File: config.mk
export PLATFORM = sky130hd
export DESIGN_NAME = iox_bus_ctrl
export DESIGN_NICKNAME = d
export VERILOG_FILES = /design/src/rtl/unused_placeholder_none.sv /design/src/rtl/iox_pkg.sv /design/src/rtl/iox_irq_if.sv /design/src/rtl/iox_irq_front.sv /design/src/rtl/iox_bus_ctrl.sv
export SDC_FILE = /design/constraint.sdc
export NUM_CORES = 1
export LEC_CHECK = 0
export BUFFER_PORTS_ARGS = -buffer_cell sky130_fd_sc_hd__buf_2
export CORE_MARGIN = 5
export CORE_UTILIZATION = 39
export CTS_CLUSTER_SIZE = 28
export DETAILED_ROUTE_END_ITERATION = 12
export PLACE_DENSITY = 0.69
export REMOVE_ABC_BUFFERS = 1
export SETUP_SLACK_MARGIN = 0.1
export SYNTH_ARGS = -nofsm -noshare
export SYNTH_HDL_FRONTEND = slang
export SYNTH_SLANG_ARGS = --single-unit
File: constraint.sdc
create_clock -name SYS_CLK_I -period 1.9 [get_ports SYS_CLK_I]
set_clock_uncertainty 0.1 [all_clocks]
set_input_delay 0.38 -clock SYS_CLK_I [delete_from_list [all_inputs] [get_ports SYS_CLK_I]]
set_output_delay 0.38 -clock SYS_CLK_I [all_outputs]
set_load 0.01 [all_outputs]
File: src/rtl/unused_placeholder_none.sv
/*
 * intentionally empty companion; no logic.
 */

File: src/rtl/iox_pkg.sv
/*
 * iox_pkg: constants and types shared by the external bus sequencer.
 * Assumes a single 50 MHz system clock.
 */
package iox_pkg;
    localparam int          CLK_MHZ         = 50;
    localparam int          NUM_IRQ         = 5;
    localparam logic [3:0]  WS_MIN          = 4'h1;
    localparam logic [3:0]  WS_MAX          = 4'hE;
    localparam logic [3:0]  WS_RESET        = 4'h1;
    localparam int          XCH_MIN_CYCLES  = 3;
    localparam logic [7:0]  BUS_TIMEOUT     = 8'hFF;
    localparam int          DMA_LIMIT_NS    = 20480;
    localparam int          DMA_LIMIT_CYC   = DMA_LIMIT_NS * CLK_MHZ / 1000;
    localparam logic [4:0]  IRQ_POL_RESET   = 5'h00;
    localparam logic [4:0]  IRQ_EDGE_RESET  = 5'h00;

    typedef enum logic [1:0] {
        IOX_REG_MEM,
        IOX_REG_IO,
        IOX_REG_XCH
    } iox_region_t;

    typedef enum {
        IOX_IDLE,
        IOX_ADDR_WS,
        IOX_DATA_WS,
        IOX_READY,
        IOX_DONE
    } iox_state_t;

    function automatic logic [3:0] iox_clamp_ws(input logic [3:0] ws);
        if (ws < WS_MIN)
            return WS_MIN;
        else if (ws > WS_MAX)
            return WS_MAX;
        return ws;
    endfunction : iox_clamp_ws
endpackage : iox_pkg

File: src/rtl/iox_irq_if.sv
/*
 * iox_irq_if: carries interrupt configuration and events between the
 * bus sequencer and its interrupt front end.
 */
`timescale 1ns/1ps
interface iox_irq_if;
    logic [4:0] pol_high;
    logic [4:0] edge_mode;
    logic [4:0] irq_sync;
    logic [4:0] irq_event;
    modport front (input pol_high, input edge_mode, input irq_sync, output irq_event);
    modport ctrl  (output pol_high, output edge_mode, output irq_sync, input irq_event);
endinterface : iox_irq_if

File: src/rtl/iox_irq_front.sv
/*
 * iox_irq_front: polarity and edge/level detection of external requests.
 * Assumes inputs already synchronised to SYS_CLK_I.
 */
`timescale 1ns/1ps
module iox_irq_front (
    input  wire logic sys_clk_i,
    input  wire logic rst_i,
    iox_irq_if.front  irq
);
    logic [4:0] active;
    logic [4:0] prev;
    logic [4:0] next_prev;
    logic [4:0] ev;

    always_comb begin
        active    = irq.irq_sync ^ ~irq.pol_high;
        next_prev = active;
        ev        = active & (~irq.edge_mode | ~prev);
    end

    always_ff @(posedge sys_clk_i) begin
        if (rst_i)
            prev <= 5'h00;
        else
            prev <= next_prev;
    end

    assign irq.irq_event = ev;
endmodule : iox_irq_front

File: src/rtl/iox_bus_ctrl.sv
/*
 * iox_bus_ctrl: external bus sequencing for I/O, exchange memory and DMA
 * slave accesses, plus external interrupt handling.
 * Assumes a processor-side request strobe with region decode done outside,
 * and pin inputs asynchronous to SYS_CLK_I.
 */
// Functional notes
// - I/O wait states programmable from one to fourteen before ready sampled.
// - bus time-out ends accesses with ready stuck deasserted.
// - I/O region always inserts at least one wait state.
// - separate I/O and memory buffer enables; memory enable serves every non-I/O region.
// - five external interrupt inputs forwarded to the processor.
// - interrupts default active low, each programmable active high.
// - programmable acknowledge output clears serviced held requests.
// - optional edge detection gives one event per held request.
// - controller can generate data parity for I/O accesses.
// - exchange writes withhold strobes until busy indication clears.
// - exchange access starts with address wait states sampling busy.
// - ready deasserted in exchange area means memory busy.
// - ready asserted at second cycle proceeds to data wait states.
// - busy during address phase stalls, then data wait states follow.
// - exchange accesses last at least three clock cycles.
// - exchange is 32-bit true dual port, no arbitration here.
// - DMA request held too long flags an error.
// - DMA bus time-out aborts cycle and interrupts the processor.
// - bus time-out of processor and DMA accesses alike asserts memory exception.
`timescale 1ns/1ps
module iox_bus_ctrl (
    input  wire logic        SYS_CLK_I,
    input  wire logic        RST_I,
    input  wire logic        ACC_REQ_I,
    input  wire logic [1:0]  ACC_REGION_I,
    input  wire logic        ACC_WRITE_I,
    input  wire logic [31:0] ACC_WDATA_I,
    input  wire logic        ACC_DMA_I,
    input  wire logic [3:0]  IO_WS_I,
    input  wire logic [3:0]  DATA_WS_I,
    input  wire logic        IO_PARITY_GEN_I,
    input  wire logic        BUS_READY_N_I,
    input  wire logic        DMA_REQUEST_N_I,
    input  wire logic [4:0]  EXT_IRQ_I,
    input  wire logic [4:0]  IRQ_POL_HIGH_I,
    input  wire logic [4:0]  IRQ_EDGE_I,
    input  wire logic        IRQ_ACK_EN_I,
    input  wire logic [4:0]  IRQ_CLEAR_I,
    output logic             ACC_DONE_O,
    output logic             ACC_TIMEOUT_O,
    output logic             WRITE_STROBE_O,
    output logic             IO_BUFFER_EN_O,
    output logic             MEM_BUFFER_EN_O,
    output logic             DATA_PARITY_O,
    output logic             MEM_EXCEPTION_N_O,
    output logic [4:0]       IRQ_PENDING_O,
    output logic             EXT_IRQ_ACK_OUT_O,
    output logic             DMA_TIMEOUT_IRQ_O,
    output logic             DMA_ERROR_O
);
    iox_pkg::iox_state_t state, next_state;
    logic [3:0]  ws_cnt, next_ws_cnt;
    logic [7:0]  to_cnt, next_to_cnt;
    logic [1:0]  cyc_cnt, next_cyc_cnt;
    logic [15:0] dma_cnt, next_dma_cnt;
    logic [1:0]  region, next_region;
    logic        is_write, next_is_write;
    logic        is_dma, next_is_dma;
    logic        done, next_done;
    logic        tmo, next_tmo;
    logic        wstb, next_wstb;
    logic        io_buffer_en, next_io_buffer_en;
    logic        mem_buffer_en, next_mem_buffer_en;
    logic        par, next_par;
    logic        mem_exception_n_n, next_mem_exception_n_n;
    logic        dma_irq, next_dma_irq;
    logic        dma_err, next_dma_err;
    logic [4:0]  pend, next_pend;
    logic        ack, next_ack;
    logic [1:0]  rdy_s, dreq_s;
    logic [4:0]  irq_s1, irq_s2;
    logic        ready;
    logic        to_hit;

    iox_irq_if irq_bus();

    // two-flop synchronisers; irq flops reset to the inactive level of their polarity
    always_ff @(posedge SYS_CLK_I) begin
        if (RST_I) begin
            rdy_s  <= 2'h3;
            dreq_s <= 2'h3;
            irq_s1 <= ~IRQ_POL_HIGH_I;
            irq_s2 <= ~IRQ_POL_HIGH_I;
        end else begin
            rdy_s  <= {rdy_s[0], BUS_READY_N_I};
            dreq_s <= {dreq_s[0], DMA_REQUEST_N_I};
            irq_s1 <= EXT_IRQ_I;
            irq_s2 <= irq_s1;
        end
    end

    assign ready            = !rdy_s[1];
    assign irq_bus.irq_sync  = irq_s2;
    assign irq_bus.pol_high  = IRQ_POL_HIGH_I;
    assign irq_bus.edge_mode = IRQ_EDGE_I;

    iox_irq_front u_front (
        .sys_clk_i (SYS_CLK_I),
        .rst_i     (RST_I),
        .irq       (irq_bus.front)
    );

    assign to_hit = (to_cnt == iox_pkg::BUS_TIMEOUT) && !ready;

    always_comb begin
        next_state    = state;
        next_ws_cnt   = ws_cnt;
        next_to_cnt   = to_cnt;
        next_cyc_cnt  = cyc_cnt;
        next_region   = region;
        next_is_write = is_write;
        next_is_dma   = is_dma;
        next_done     = 1'b0;
        next_tmo      = 1'b0;
        next_wstb     = 1'b0;
        next_io_buffer_en    = io_buffer_en;
        next_mem_buffer_en   = mem_buffer_en;
        next_par      = par;
        next_mem_exception_n_n   = 1'b1;
        next_dma_irq  = 1'b0;
        if (state != iox_pkg::IOX_IDLE && cyc_cnt != 2'h3)
            next_cyc_cnt = cyc_cnt + 2'h1;
        if (state != iox_pkg::IOX_IDLE && to_cnt != iox_pkg::BUS_TIMEOUT)
            next_to_cnt = to_cnt + 8'h01;
        unique case (state)
            iox_pkg::IOX_IDLE: begin
                if (ACC_REQ_I) begin
                    next_region   = ACC_REGION_I;
                    next_is_write = ACC_WRITE_I;
                    next_is_dma   = ACC_DMA_I;
                    next_to_cnt   = 8'h00;
                    next_cyc_cnt  = 2'h1;
                    next_io_buffer_en    = (ACC_REGION_I == 2'(iox_pkg::IOX_REG_IO));
                    next_mem_buffer_en   = !next_io_buffer_en;
                    next_par      = IO_PARITY_GEN_I & ^ACC_WDATA_I;
                    if (ACC_REGION_I == 2'(iox_pkg::IOX_REG_IO)) begin
                        next_ws_cnt = iox_pkg::iox_clamp_ws(IO_WS_I);
                        next_state  = iox_pkg::IOX_DATA_WS;
                    end else if (ACC_REGION_I == 2'(iox_pkg::IOX_REG_XCH)) begin
                        next_state  = iox_pkg::IOX_ADDR_WS;
                    end else begin
                        next_ws_cnt = DATA_WS_I;
                        next_state  = iox_pkg::IOX_DATA_WS;
                    end
                end
            end
            iox_pkg::IOX_ADDR_WS: begin
                if (to_hit)
                    next_state = iox_pkg::IOX_DONE;
                else if (ready) begin
                    next_ws_cnt = DATA_WS_I;
                    next_state  = iox_pkg::IOX_DATA_WS;
                end
            end
            iox_pkg::IOX_DATA_WS: begin
                if (ws_cnt > 4'h1)
                    next_ws_cnt = ws_cnt - 4'h1;
                else if (region == 2'(iox_pkg::IOX_REG_MEM))
                    next_state = iox_pkg::IOX_DONE;
                else
                    next_state = iox_pkg::IOX_READY;
            end
            iox_pkg::IOX_READY: begin
                if (to_hit) begin
                    next_state = iox_pkg::IOX_DONE;
                end else if ((ready || region == 2'(iox_pkg::IOX_REG_XCH))
                             && (cyc_cnt >= 2'(iox_pkg::XCH_MIN_CYCLES - 1))) begin
                    next_wstb  = is_write;
                    next_state = iox_pkg::IOX_DONE;
                end
            end
            iox_pkg::IOX_DONE: begin
                next_done   = 1'b1;
                next_io_buffer_en  = 1'b0;
                next_mem_buffer_en = 1'b0;
                if (to_cnt == iox_pkg::BUS_TIMEOUT) begin
                    next_tmo     = 1'b1;
                    next_mem_exception_n_n  = 1'b0;
                    next_dma_irq = is_dma;
                end
                next_state = iox_pkg::IOX_IDLE;
            end
        endcase
    end

    always_comb begin
        next_dma_cnt = 16'h0000;
        next_dma_err = dma_err;
        if (!dreq_s[1]) begin
            if (dma_cnt == 16'(iox_pkg::DMA_LIMIT_CYC))
                next_dma_err = 1'b1;
            else
                next_dma_cnt = dma_cnt + 16'h0001;
            if (dma_cnt == 16'(iox_pkg::DMA_LIMIT_CYC))
                next_dma_cnt = dma_cnt;
        end
    end

    always_comb begin
        next_pend = (pend & ~IRQ_CLEAR_I) | irq_bus.irq_event;
        next_ack  = IRQ_ACK_EN_I && (IRQ_CLEAR_I & pend) != 5'h00;
    end

    always_ff @(posedge SYS_CLK_I) begin
        if (RST_I) begin
            state    <= iox_pkg::IOX_IDLE;
            ws_cnt   <= iox_pkg::WS_RESET;
            to_cnt   <= 8'h00;
            cyc_cnt  <= 2'h0;
            dma_cnt  <= 16'h0000;
            region   <= 2'h0;
            is_write <= 1'b0;
            is_dma   <= 1'b0;
            done     <= 1'b0;
            tmo      <= 1'b0;
            wstb     <= 1'b0;
            io_buffer_en    <= 1'b0;
            mem_buffer_en   <= 1'b0;
            par      <= 1'b0;
            mem_exception_n_n   <= 1'b1;
            dma_irq  <= 1'b0;
            dma_err  <= 1'b0;
            pend     <= 5'h00;
            ack      <= 1'b0;
        end else begin
            state    <= next_state;
            ws_cnt   <= next_ws_cnt;
            to_cnt   <= next_to_cnt;
            cyc_cnt  <= next_cyc_cnt;
            dma_cnt  <= next_dma_cnt;
            region   <= next_region;
            is_write <= next_is_write;
            is_dma   <= next_is_dma;
            done     <= next_done;
            tmo      <= next_tmo;
            wstb     <= next_wstb;
            io_buffer_en    <= next_io_buffer_en;
            mem_buffer_en   <= next_mem_buffer_en;
            par      <= next_par;
            mem_exception_n_n   <= next_mem_exception_n_n;
            dma_irq  <= next_dma_irq;
            dma_err  <= next_dma_err;
            pend     <= next_pend;
            ack      <= next_ack;
        end
    end

    assign ACC_DONE_O        = done;
    assign ACC_TIMEOUT_O     = tmo;
    assign WRITE_STROBE_O    = wstb;
    assign IO_BUFFER_EN_O    = io_buffer_en;
    assign MEM_BUFFER_EN_O   = mem_buffer_en;
    assign DATA_PARITY_O     = par;
    assign MEM_EXCEPTION_N_O = mem_exception_n_n;
    assign IRQ_PENDING_O     = pend;
    assign EXT_IRQ_ACK_OUT_O = ack;
    assign DMA_TIMEOUT_IRQ_O = dma_irq;
    assign DMA_ERROR_O       = dma_err;
endmodule : iox_bus_ctrl

==> run metrics, run 1 <==
initial antenna violation count=0; yosys warns=0; number of enable flip-flop cells after synthesis=0; leading cell types by total area after synthesis=sky130_fd_sc_hd__dfxtp_1 (42%), sky130_fd_sc_hd__xnor2_1 (9.8%), sky130_fd_sc_hd__nor2_1 (5.5%); die width=103 um; type of element launching the critical path=flip-flop; Power Dens Cells=1060 mW/mm^2; Min-Delay Path Class=in -> reg; synthesized instance count=385; Worst R2R Setup Slack=120 ps; overall routed net length=7380 um; Routed wire per std cell=12.4 um; number of flip-flops and latches in the synthesized netlist=71; detailed router's first-iteration violation count=139; count of unique library cells instantiated by Yosys=58; RSZ-0062 raised after global routing=true; worst-case setup margin in the final layout=119 ps; worst setup path category=reg -> reg; clock-pin slew reported for the worst setup and hold paths after clock tree synthesis=80 ps; buffer depth of the longest clock path=2; Die Area=0.0107 mm^2; max-slew headroom at the worst pin=0.738; estimated wirelength of the detail-placed design=5600 um; Synth async-reset ratio=0; Fin. Hold Viols=0; max-slew violation count=0; Worst EP required=2030 ps; maximum clock frequency=0.562 GHz; pin count of the biggest net entering global routing=38; Vias per Instance=4.90; Arr. time, crit path=1910 ps; Port Buf Inserts=85; Routed Antenna Nets=0; top-level port count=86; overall die height=103 um; number of buffers created by CTS=9; reported max-cap violation count=0; Final #Nets=560; initial standard-cell utilization of the core=0.395; leakage power summed over all cells=1.77 nW; Inserted Diodes=0; Yosys top cell by area=sky130_fd_sc_hd__dfxtp_1; vias in the first global route=2843; area share of the largest cell type after synthesis=0.417; DRC violation count after routing=0; worst-path fanout max=7; routed vias=2918; post-layout total power=4.59 mW; GRT Total Usage=0.140; Congestion Overflow GR=0; number of optimization iterations in the first detailed-route pass=4; TritonCTS clock tree=done; H-tree depth=3; final estimated routing congestion in global placement=0.902; pin slew with the least headroom to its limit=387 ps; Clock Sink Count=71; count leader, synth=sky130_fd_sc_hd__dfxtp_1; cell area after synthesis=0.00341 mm^2; critical path endpoint category=flip-flop; post-layout minimum cycle time=1780 ps; ratio of final minimum period to clock period=0.937; buffer type at the clock tree root=sky130_fd_sc_hd__clkbuf_8; ys flop type=sky130_fd_sc_hd__dfxtp_1; result of the run=complete, no violations; largest vdd supply drop=0.423 mV; Final Setup Violations=0; setup slack after placement=-56.6 ps; Seq/Total Area, Yosys=0.417; clock latency at the later pin of the worst-skew pair=350 ps; post-cts hold buffer count=0; post-synthesis to final-layout area growth=26.7%; number of placement rows=34; average size of a mapped cell=8.85 um^2; fraction of final layout cells with drive strength greater than 1=0.312; Core Area=0.00864 mm^2; most frequent cells after synthesis=sky130_fd_sc_hd__dfxtp_1 (71), sky130_fd_sc_hd__nor2_1 (50), sky130_fd_sc_hd__xnor2_1 (38); global-route wire length before repair=11800 um
-- stage by stage --
step / cells / setup TNS [ps] / utilization / area (um^2) / hold WS [ps]
after floorplan: 375 / 0 / - / 3360 / 289
after global placement: 573 / 0 / 0.461 / 3980 / 295
after detailed placement: 573 / -56.6 / 0.461 / 3980 / 298
after CTS: 594 / 0 / 0.492 / 4250 / 93.1
after global routing: 595 / 0 / 0.500 / 4320 / 92.9
final: 595 / 0 / 0.500 / 4320 / 109
-- where the power goes --
group	internal (mW)	total, mW	switching (mW)
combinational	0.799	1.56	0.762
clock	0.613	1.19	0.581
sequential	1.66	1.83	0.173
total	3.07	4.59	1.52
-- worst paths after layout --
path                     startpoint                endpoint  depth (start not counted)
max          ws_cnt[0]$_SDFFE_PP1P_  ws_cnt[2]$_SDFFE_PP0P_                          8
max reg2reg  ws_cnt[0]$_SDFFE_PP1P_  ws_cnt[2]$_SDFFE_PP0P_                          8
min reg2reg    dreq_s[0]$_SDFF_PP1_    dreq_s[1]$_SDFF_PP1_                          1
min                 DMA_REQUEST_N_I    dreq_s[0]$_SDFF_PP1_                          2
-- cell type report --
type,count,area (um^2)
multi-input combinational,277,1910
sequential,71,1430
tap,108,135
timing repair buffer,96,533
fill,813,4320
clock inverter,6,70.1
inverter,27,106
clock buffer,10,128
-- cells by family after synthesis --
group	share of synthesized area
compound gates	0.119
xor+xnor	0.146
fa+ha+maj	0.0257
buf+inv	0.0441
flops	0.417
mux	0.00918
simple gates	0.239
-- registers in the layout (all words and copies together) (netlist names), 2 cells and up --
signal	flops
IRQ_PENDING_O	5
cyc_cnt	2
dma_cnt	16
dreq_s	2
irq_bus.irq_sync	5
irq_s1	5
rdy_s	2
region	2
state	3
to_cnt	8
u_front.prev	5
ws_cnt	4
-- placed cells by master (no fill, tap or decap), types with 6 or more instances in the layout --
| master | netlist | layout |
|---|---|---|
| sky130_fd_sc_hd__buf_2 | 0 | 85 |
| sky130_fd_sc_hd__dfxtp_1 | 71 | 65 |
| sky130_fd_sc_hd__nor2_1 | 50 | 49 |
| sky130_fd_sc_hd__xnor2_1 | 38 | 38 |
| sky130_fd_sc_hd__nand2_1 | 27 | 27 |
| sky130_fd_sc_hd__inv_1 | 26 | 24 |
| sky130_fd_sc_hd__o21ai_0 | 20 | 19 |
| sky130_fd_sc_hd__xor2_1 | 19 | 19 |
| sky130_fd_sc_hd__a21oi_1 | 14 | 13 |
| sky130_fd_sc_hd__nand3_1 | 11 | 11 |
| sky130_fd_sc_hd__nand2b_1 | 9 | 9 |
| sky130_fd_sc_hd__clkbuf_8 | 0 | 9 |
| sky130_fd_sc_hd__buf_4 | 3 | 9 |
| sky130_fd_sc_hd__nor3_1 | 6 | 6 |
-- routing by layer --
layer | global-route usage | vias to the layer above | wire length [um]
li1 | - | 1486 | -
met5 | 0 | - | 0
met4 | 0.0747 | 0 | 188
met3 | 0.0402 | 14 | 532
met2 | 0.232 | 93 | 3500
met1 | 0.162 | 1325 | 3160
-- critical path, cell delays in order, from the launching register on --
cell	delay, ps
sky130_fd_sc_hd__dfxtp_4	370
sky130_fd_sc_hd__inv_4	60
sky130_fd_sc_hd__ha_4	140
sky130_fd_sc_hd__nor2_4	40
sky130_fd_sc_hd__nor3_4	130
sky130_fd_sc_hd__and2b_2	260
sky130_fd_sc_hd__o221ai_4	280
sky130_fd_sc_hd__mux2i_1	220
sky130_fd_sc_hd__nor2_1	60
-- repair_timing --
action	CTS	global route
resized for setup	9	16
setup buffers	5	1
pin swaps	6	6
endpoints found under the setup margin	8	13
(Power assumes the default switching activity.)
==> inputs of run 2 (changes only) <==
CORE_MARGIN = 4   (was 5)
PLACE_DENSITY = 0.71   (was 0.69)
RECOVER_POWER = 100   (was default)
clock period = 1.48 ns   (was 1.9 ns; I/O delays follow)
==> run 2 against run 1 <==
The run now ends with negative setup slack left. Register-to-register slack lost 390 ps. Final area is 19% higher. Combinational power grew 92%. Sequential power up 27%. Critical endpoint is now ws_cnt[1]$_SDFFE_PP0P_. First-iteration DRC count down 1.4%. Sequential share of layout area decreased by 4.9 points. Routed wire length increased by 25%. Largest power group is now combinational cells.
==> run metrics, run 2 (synthesized netlist as in run 1, its figures left out) <==
result of the run=finished with violations (was complete, no violations); violated checks=negative setup slack; detailed router's first-iteration violation count=137 (was 139); max-slew headroom at the worst pin=0.563 (was 0.738); TritonCTS clock tree=done (unchanged); reported max-cap violation count=0 (unchanged); Core Area=0.00834 mm^2 (was 0.00864 mm^2); number of buffer and inverter stages on the critical path=1 (unchanged); number of optimization iterations in the first detailed-route pass=4 (unchanged); Cells on Worst Hold Path=2 (unchanged); Vias per Instance=4.99 (was 4.90); setup slack after placement=-390 ps (was -56.6 ps); final design instance area without fill=0.00514 mm^2 (was 0.00432 mm^2); worst-case setup margin in the final layout=-272 ps (was 119 ps); largest vdd supply drop=0.598 mV (was 0.423 mV); Arr. time, crit path=1900 ps (was 1910 ps); Die Area=0.0103 mm^2 (was 0.0107 mm^2); max-slew violation count=0 (unchanged); DRC violation count after routing=0 (unchanged); launch instance of the worst min-delay path=DMA_REQUEST_N_I (unchanged); registers with the most flip-flops=dma_cnt x16, to_cnt x8 (unchanged); Post-DP Area=0.00435 mm^2 (was 0.00398 mm^2); most frequent cell on the critical path=sky130_fd_sc_hd__a211oi_1; most common library cell in the layout ignoring fill and taps=sky130_fd_sc_hd__buf_2 (unchanged); type of element launching the critical path=flip-flop (unchanged); Routed Antenna Nets=0 (unchanged); RSZ-0062 raised after global routing=true (unchanged); largest reg by FF count=dma_cnt (unchanged); H-tree depth=3 (unchanged); Final Setup Violations=34 (was 0); ratio of final minimum period to clock period=1.18 (was 0.937); worst setup path category=reg -> reg (unchanged); number of placement rows=33 (was 34); die width=101 um (was 103 um); worst-path fanout max=7 (unchanged); post-synthesis to final-layout area growth=50.9% (was 26.7%); initial antenna violation count=0 (unchanged); final estimated routing congestion in global placement=0.880 (was 0.902); Final #Nets=618 (was 560); endpoint of the lowest-slack register-to-register path=ws_cnt[1]$_SDFFE_PP0P_ (was ws_cnt[2]$_SDFFE_PP0P_); Power Dens Cells=1350 mW/mm^2 (was 1060 mW/mm^2); pin count of the biggest net entering global routing=36 (was 38); number of flip-flops in the largest register=16 (unchanged); leakage power summed over all cells=2.16 nW (was 1.77 nW); overall die height=101 um (was 103 um); cell depth of the worst flop-to-flop path=8 (unchanged); Min-Delay Path Class=in -> reg (unchanged); Worst R2R Setup Slack=-270 ps (was 120 ps); delay of the slowest cell on the worst path=380 ps (was 370 ps); number of fillers in the final layout=696 (was 813); leading cell types in the layout, fill and taps excluded=sky130_fd_sc_hd__buf_2 (69), sky130_fd_sc_hd__dfxtp_1 (56), sky130_fd_sc_hd__buf_4 (48) (was sky130_fd_sc_hd__buf_2 (85), sky130_fd_sc_hd__dfxtp_1 (65), sky130_fd_sc_hd__nor2_1 (49)); buffer type at the clock tree root=sky130_fd_sc_hd__clkbuf_8 (unchanged); maximum clock frequency=0.571 GHz (was 0.562 GHz); pin slew with the least headroom to its limit=656 ps (was 387 ps); Inserted Diodes=0 (unchanged); origin of the critical flop-to-flop path=ws_cnt[0]$_SDFFE_PP1P_ (unchanged); worst hold slack=24.8 ps (was 109 ps); routed vias=3241 (was 2918); Fin. Hold Viols=0 (unchanged); global-route wire length before repair=14500 um (was 11800 um); Congestion Overflow GR=0 (unchanged); initial standard-cell utilization of the core=0.409 (was 0.395); DP Cell Count=619 (was 573); Final Non-Filler Cells=650 (was 595); post-layout minimum cycle time=1750 ps (was 1780 ps); buffer depth of the longest clock path=2 (unchanged); GRT Total Usage=0.176 (was 0.140); cell type group with the largest total delay on the critical path=compound AO/OA/AOI/OAI gates (was simple AND/OR/NAND/NOR gates); final design utilization=0.617 (was 0.500); slowest cell on the critical path=sky130_fd_sc_hd__dfxtp_4 (unchanged); top-level port count=86 (unchanged); vias in the first global route=3271 (was 2843); clock-pin slew reported for the worst setup and hold paths after clock tree synthesis=80 ps (about the same); Worst EP required=1630 ps (was 2030 ps); critical path endpoint category=flip-flop (unchanged); WHS Endpoint=dreq_s[0]$_SDFF_PP1_ (unchanged); clock latency at the later pin of the worst-skew pair=350 ps (about the same); Clock Sink Count=71 (unchanged); number of buffers created by CTS=9 (unchanged); Routed wire per std cell=14.1 um (was 12.4 um); Port Buf Inserts=85 (unchanged); estimated wirelength of the detail-placed design=6140 um (was 5600 um); CP Cell Sequence=inv_4 > ha_4 > nor2_2 > nor3_2 > and2b_1 > o221ai_4 > a211oi_1 > a211oi_1 (was inv_4 > ha_4 > nor2_4 > nor3_4 > and2b_2 > o221ai_4 > mux2i_1 > nor2_1); fraction of final layout cells with drive strength greater than 1=0.466 (was 0.312); overall routed net length=9200 um (was 7380 um)
[run 2: where the power goes]
part           switching, mW  leakage, nW  internal (mW)  total, mW
clock                  0.785       0.0989          0.830       1.61
sequential             0.196        0.590           2.14       2.33
combinational           1.37         1.47           1.62       2.99
total                   2.35         2.16           4.58       6.93
[run 2: worst register-to-register path: cells and delay by family, from the launching register on]
kind / cells / cell delay [ps]
compound gates: 3 / 590
simple gates: 3 / 390
flops: 1 / 380
fa+ha+maj: 1 / 130
buf+inv: 1 / 70
[run 2: worst max-delay path by stage]
stage / from / depth (start not counted) / endpoint
2_1_floorplan: ws_cnt[1]$_SDFFE_PP0P_ / 8 / ws_cnt[0]$_SDFFE_PP1P_
3_3_place_gp: ws_cnt[0]$_SDFFE_PP1P_ / 8 / ws_cnt[0]$_SDFFE_PP1P_
3_5_place_dp: ws_cnt[0]$_SDFFE_PP1P_ / 8 / ws_cnt[0]$_SDFFE_PP1P_
4_1_cts: ws_cnt[0]$_SDFFE_PP1P_ / 8 / ws_cnt[0]$_SDFFE_PP1P_
5_1_grt: ws_cnt[1]$_SDFFE_PP0P_ / 8 / ws_cnt[0]$_SDFFE_PP1P_
6_report: ws_cnt[0]$_SDFFE_PP1P_ / 8 / ws_cnt[1]$_SDFFE_PP0P_
[run 2: timing repair]
| action | CTS | global route |
|---|---|---|
| setup buffers | 11 | 5 |
| hold buffers | 0 | 0 |
| resized for setup | 84 | 46 |
| gates cloned | 0 | 1 |
| endpoints found under the setup margin | 40 | 43 |
| pin swaps | 36 | 28 |
[run 2: through the flow]
step | total power, mW | TNS, ps
after CTS | 6.62 | -2000
final | 6.93 | -4220
after detailed placement | 4.42 | -4190
after global placement | 4.35 | -2870
after global routing | 7.28 | -6270
after floorplan | 3.54 | -2170
[run 2: area by class of cell]
class | count | area [um^2] | share of cell area
clock buffer | 10 | 138 | 0.0268
tap | 105 | 131 | 0.0255
timing repair buffer | 154 | 1010 | 0.196
sequential | 71 | 1450 | 0.282
clock inverter | 6 | 67.6 | 0.0131
inverter | 27 | 106 | 0.0207
multi-input combinational | 277 | 2240 | 0.436
[run 2: metal layers]
metal,GRT usage,vias to the layer above,part of all wire
met4,0.0767,0,0.020
li1,-,1614,-
met2,0.298,109,0.49
met1,0.216,1502,0.42
met3,0.0358,16,0.062
met5,0,-,0
==> inputs of run 3 (changes only) <==
PLACE_DENSITY = 0.66   (was 0.71)
SYNTH_HIERARCHICAL = 1   (was default)
==> run 3 against run 2 <==
The flow still finishes with violations (negative setup slack). Non-clock buffer count grew 7. Clock power shrank 4%. Routed wire length shrank 8.7%. Critical path depth is the same. Power shrank 0.58%. Fmax grew 8.6%. Via count grew 0.56%. Die area grew 0.71%. First-iteration DRC count shrank 12%. Setup slack gained 140 ps. Core utilization shrank 0.11 points. Combinational power is essentially flat. Highest routed layer unchanged.
==> run metrics, run 3 <==
number of flip-flops and latches in the synthesized netlist=71 (unchanged); Power Dens Cells=1340 mW/mm^2 (was 1350 mW/mm^2); reported max-cap violation count=0 (unchanged); Inserted Diodes=0 (unchanged); ys flop type=sky130_fd_sc_hd__dfxtp_1 (unchanged); largest vdd supply drop=0.680 mV (was 0.598 mV); Congestion Overflow GR=0 (unchanged); violated checks=negative setup slack (unchanged); initial antenna violation count=0 (unchanged); type of element launching the critical path=flip-flop (unchanged); number of flip-flops in the largest register=16 (unchanged); worst-path fanout max=3 (was 7); Cells on Worst Hold Path=2 (unchanged); Clock Sink Count=71 (unchanged); estimated wirelength of the detail-placed design=5910 um (was 6140 um); most frequent cells after synthesis=sky130_fd_sc_hd__dfxtp_1 (71), sky130_fd_sc_hd__nor2_1 (61), sky130_fd_sc_hd__a21oi_1 (34) (was sky130_fd_sc_hd__dfxtp_1 (71), sky130_fd_sc_hd__nor2_1 (50), sky130_fd_sc_hd__xnor2_1 (38)); leading cell types in the layout, fill and taps excluded=sky130_fd_sc_hd__buf_2 (69), sky130_fd_sc_hd__dfxtp_1 (56), sky130_fd_sc_hd__buf_4 (55) (was sky130_fd_sc_hd__buf_2 (69), sky130_fd_sc_hd__dfxtp_1 (56), sky130_fd_sc_hd__buf_4 (48)); final design instance area without fill=0.00516 mm^2 (was 0.00514 mm^2); initial standard-cell utilization of the core=0.410 (was 0.409); Vias per Instance=4.88 (was 4.99); vias in the first global route=3247 (was 3271); Routed Antenna Nets=0 (unchanged); overall die height=102 um (was 101 um); Min-Delay Path Class=in -> reg (unchanged); worst hold slack=32.5 ps (was 24.8 ps); setup tns final=-1520 ps (was -4220 ps); area share of the largest cell type after synthesis=0.414 (was 0.417); die width=102 um (was 101 um); routed vias=3259 (was 3241); Port Buf Inserts=85 (unchanged); Routed wire per std cell=12.6 um (was 14.1 um); worst-case setup margin in the final layout=-133 ps (was -272 ps); TritonCTS clock tree=done (unchanged); largest reg by FF count=dma_cnt (unchanged); buffer type at the clock tree root=sky130_fd_sc_hd__clkbuf_8 (unchanged); clock-pin slew reported for the worst setup and hold paths after clock tree synthesis=80 ps (about the same); Fin. Hold Viols=0 (unchanged); count of unique library cells instantiated by Yosys=56 (was 58); GRT Total Usage=0.165 (was 0.176); number of fillers in the final layout=712 (was 696); global-route met3 utilization=0.0437 (was 0.0358); average size of a mapped cell=8.63 um^2 (was 8.85 um^2); post-cts hold buffer count=0 (unchanged); clock latency at the later pin of the worst-skew pair=350 ps (about the same); max-slew violation count=0 (unchanged); Yosys top cell by area=sky130_fd_sc_hd__dfxtp_1 (unchanged); pin slew with the least headroom to its limit=774 ps (was 656 ps); number of enable flip-flop cells after synthesis=0 (unchanged); met2 track utilization from global routing=0.290 (was 0.298); final design utilization=0.615 (was 0.617); setup slack after placement=-211 ps (was -390 ps); count leader, synth=sky130_fd_sc_hd__dfxtp_1 (unchanged); global-route wire length before repair=14000 um (was 14500 um); Core Area=0.00838 mm^2 (was 0.00834 mm^2); post-synthesis to final-layout area growth=50.2% (was 50.9%); synthesized instance count=398 (was 385); result of the run=finished with violations (unchanged); number of buffers created by CTS=9 (unchanged); top-level port count=86 (unchanged); met1 demand-to-capacity share in global routing=0.199 (was 0.216); max-slew headroom at the worst pin=0.484 (was 0.563); number of optimization iterations in the first detailed-route pass=4 (unchanged); RSZ-0062 raised after global routing=true (unchanged); pin count of the biggest net entering global routing=20 (was 36); leading cell types by total area after synthesis=sky130_fd_sc_hd__dfxtp_1 (41%), sky130_fd_sc_hd__xnor2_1 (8.4%), sky130_fd_sc_hd__nor2_1 (6.7%) (was sky130_fd_sc_hd__dfxtp_1 (42%), sky130_fd_sc_hd__xnor2_1 (9.8%), sky130_fd_sc_hd__nor2_1 (5.5%)); most used routing layer in global routing=met2 (unchanged); number of placement rows=33 (unchanged); critical path endpoint category=flip-flop (unchanged); Final #Nets=636 (was 618); maximum clock frequency=0.620 GHz (was 0.571 GHz); yosys warns=6 (was 0); final estimated routing congestion in global placement=0.851 (was 0.880); Seq/Total Area, Yosys=0.414 (was 0.417); buffer depth of the longest clock path=2 (unchanged); most common library cell in the layout ignoring fill and taps=sky130_fd_sc_hd__buf_2 (unchanged); Final Setup Violations=27 (was 34); Die Area=0.0104 mm^2 (was 0.0103 mm^2); Arr. time, crit path=1760 ps (was 1900 ps); Synth async-reset ratio=0 (unchanged); fraction of final layout cells with drive strength greater than 1=0.456 (was 0.466); post-layout minimum cycle time=1610 ps (was 1750 ps); DRC violation count after routing=0 (unchanged); Post-DP Area=0.00438 mm^2 (was 0.00435 mm^2); cell depth of the worst flop-to-flop path=8 (unchanged); H-tree depth=3 (unchanged); DP Cell Count=633 (was 619); ratio of final minimum period to clock period=1.09 (was 1.18); worst setup path category=reg -> reg (unchanged); cell area after synthesis=0.00343 mm^2 (was 0.00341 mm^2); Worst EP required=1620 ps (was 1630 ps); registers with the most flip-flops=dma_cnt x16, to_cnt x8 (unchanged); post-layout total power=6.89 mW (was 6.93 mW); overall routed net length=8400 um (was 9200 um); Final Non-Filler Cells=668 (was 650); leakage power summed over all cells=2.13 nW (was 2.16 nW); detailed router's first-iteration violation count=120 (was 137)
run 3: cell types whose count changed after synthesis, moves of 4 or more:
cell,previous run,this run
sky130_fd_sc_hd__xnor2_1,38,33
sky130_fd_sc_hd__nor2_1,50,61
sky130_fd_sc_hd__a32o_1,4,0
sky130_fd_sc_hd__a21oi_1,14,34
sky130_fd_sc_hd__nor3b_1,1,5
sky130_fd_sc_hd__nor3_2,4,0
run 3: final timing paths:
| path | from | end | slack (ps) |
|---|---|---|---|
| worst max-delay path | to_cnt[0]$_SDFF_PP0_ | to_cnt[1]$_SDFF_PP0_ | -130 |
| worst min-delay path | BUS_READY_N_I | rdy_s[0]$_SDFF_PP1_ | 30 |
| worst max register to register | to_cnt[0]$_SDFF_PP0_ | to_cnt[1]$_SDFF_PP0_ | -130 |
| worst min register to register | dreq_s[0]$_SDFF_PP1_ | dreq_s[1]$_SDFF_PP1_ | 310 |
run 3: per-layer routing:
layer,share of wire,vias to the layer above
met2,0.49,88
met5,0,-
met3,0.068,13
met1,0.43,1505
li1,-,1653
met4,0.012,0
run 3: cell type report:
class,instances,area [um^2],area share
sequential,71,1450,0.281
clock buffer,9,124,0.0240
inverter,23,93.8,0.0182
multi-input combinational,292,2240,0.434
timing repair buffer,161,1050,0.203
clock inverter,7,73.8,0.0143
tap,105,131,0.0255
run 3: cell families after synthesis:
group	Yosys count	synth area share
buf+inv	35	0.0437
flops	71	0.414
simple gates	153	0.227
mux	4	0.0124
xor+xnor	55	0.140
fa+ha+maj	7	0.0255
compound gates	73	0.137
run 3: critical path, stage by stage (launching register included):
cell and delay, ps:
sky130_fd_sc_hd__dfxtp_2 340, sky130_fd_sc_hd__ha_4 150, sky130_fd_sc_hd__and3_4 160, sky130_fd_sc_hd__a21oi_4 190, sky130_fd_sc_hd__buf_4 140, sky130_fd_sc_hd__buf_4 90
sky130_fd_sc_hd__buf_4 110, sky130_fd_sc_hd__mux2i_1 170, sky130_fd_sc_hd__nor2_1 50
run 3: power by group:
part | total (mW) | internal, mW | leakage [nW] | switching (mW)
logic | 3.00 | 1.61 | 1.46 | 1.40
clock network | 1.54 | 0.776 | 0.0875 | 0.764
registers | 2.35 | 2.15 | 0.590 | 0.197
total | 6.89 | 4.54 | 2.13 | 2.36
run 3: timing repair:
action	CTS	global route
gates resized for setup	86	44
hold endpoints to repair	0	0
pin swaps	40	34
buffers inserted	13	8
gates cloned	0	0
setup endpoints to repair	40	41
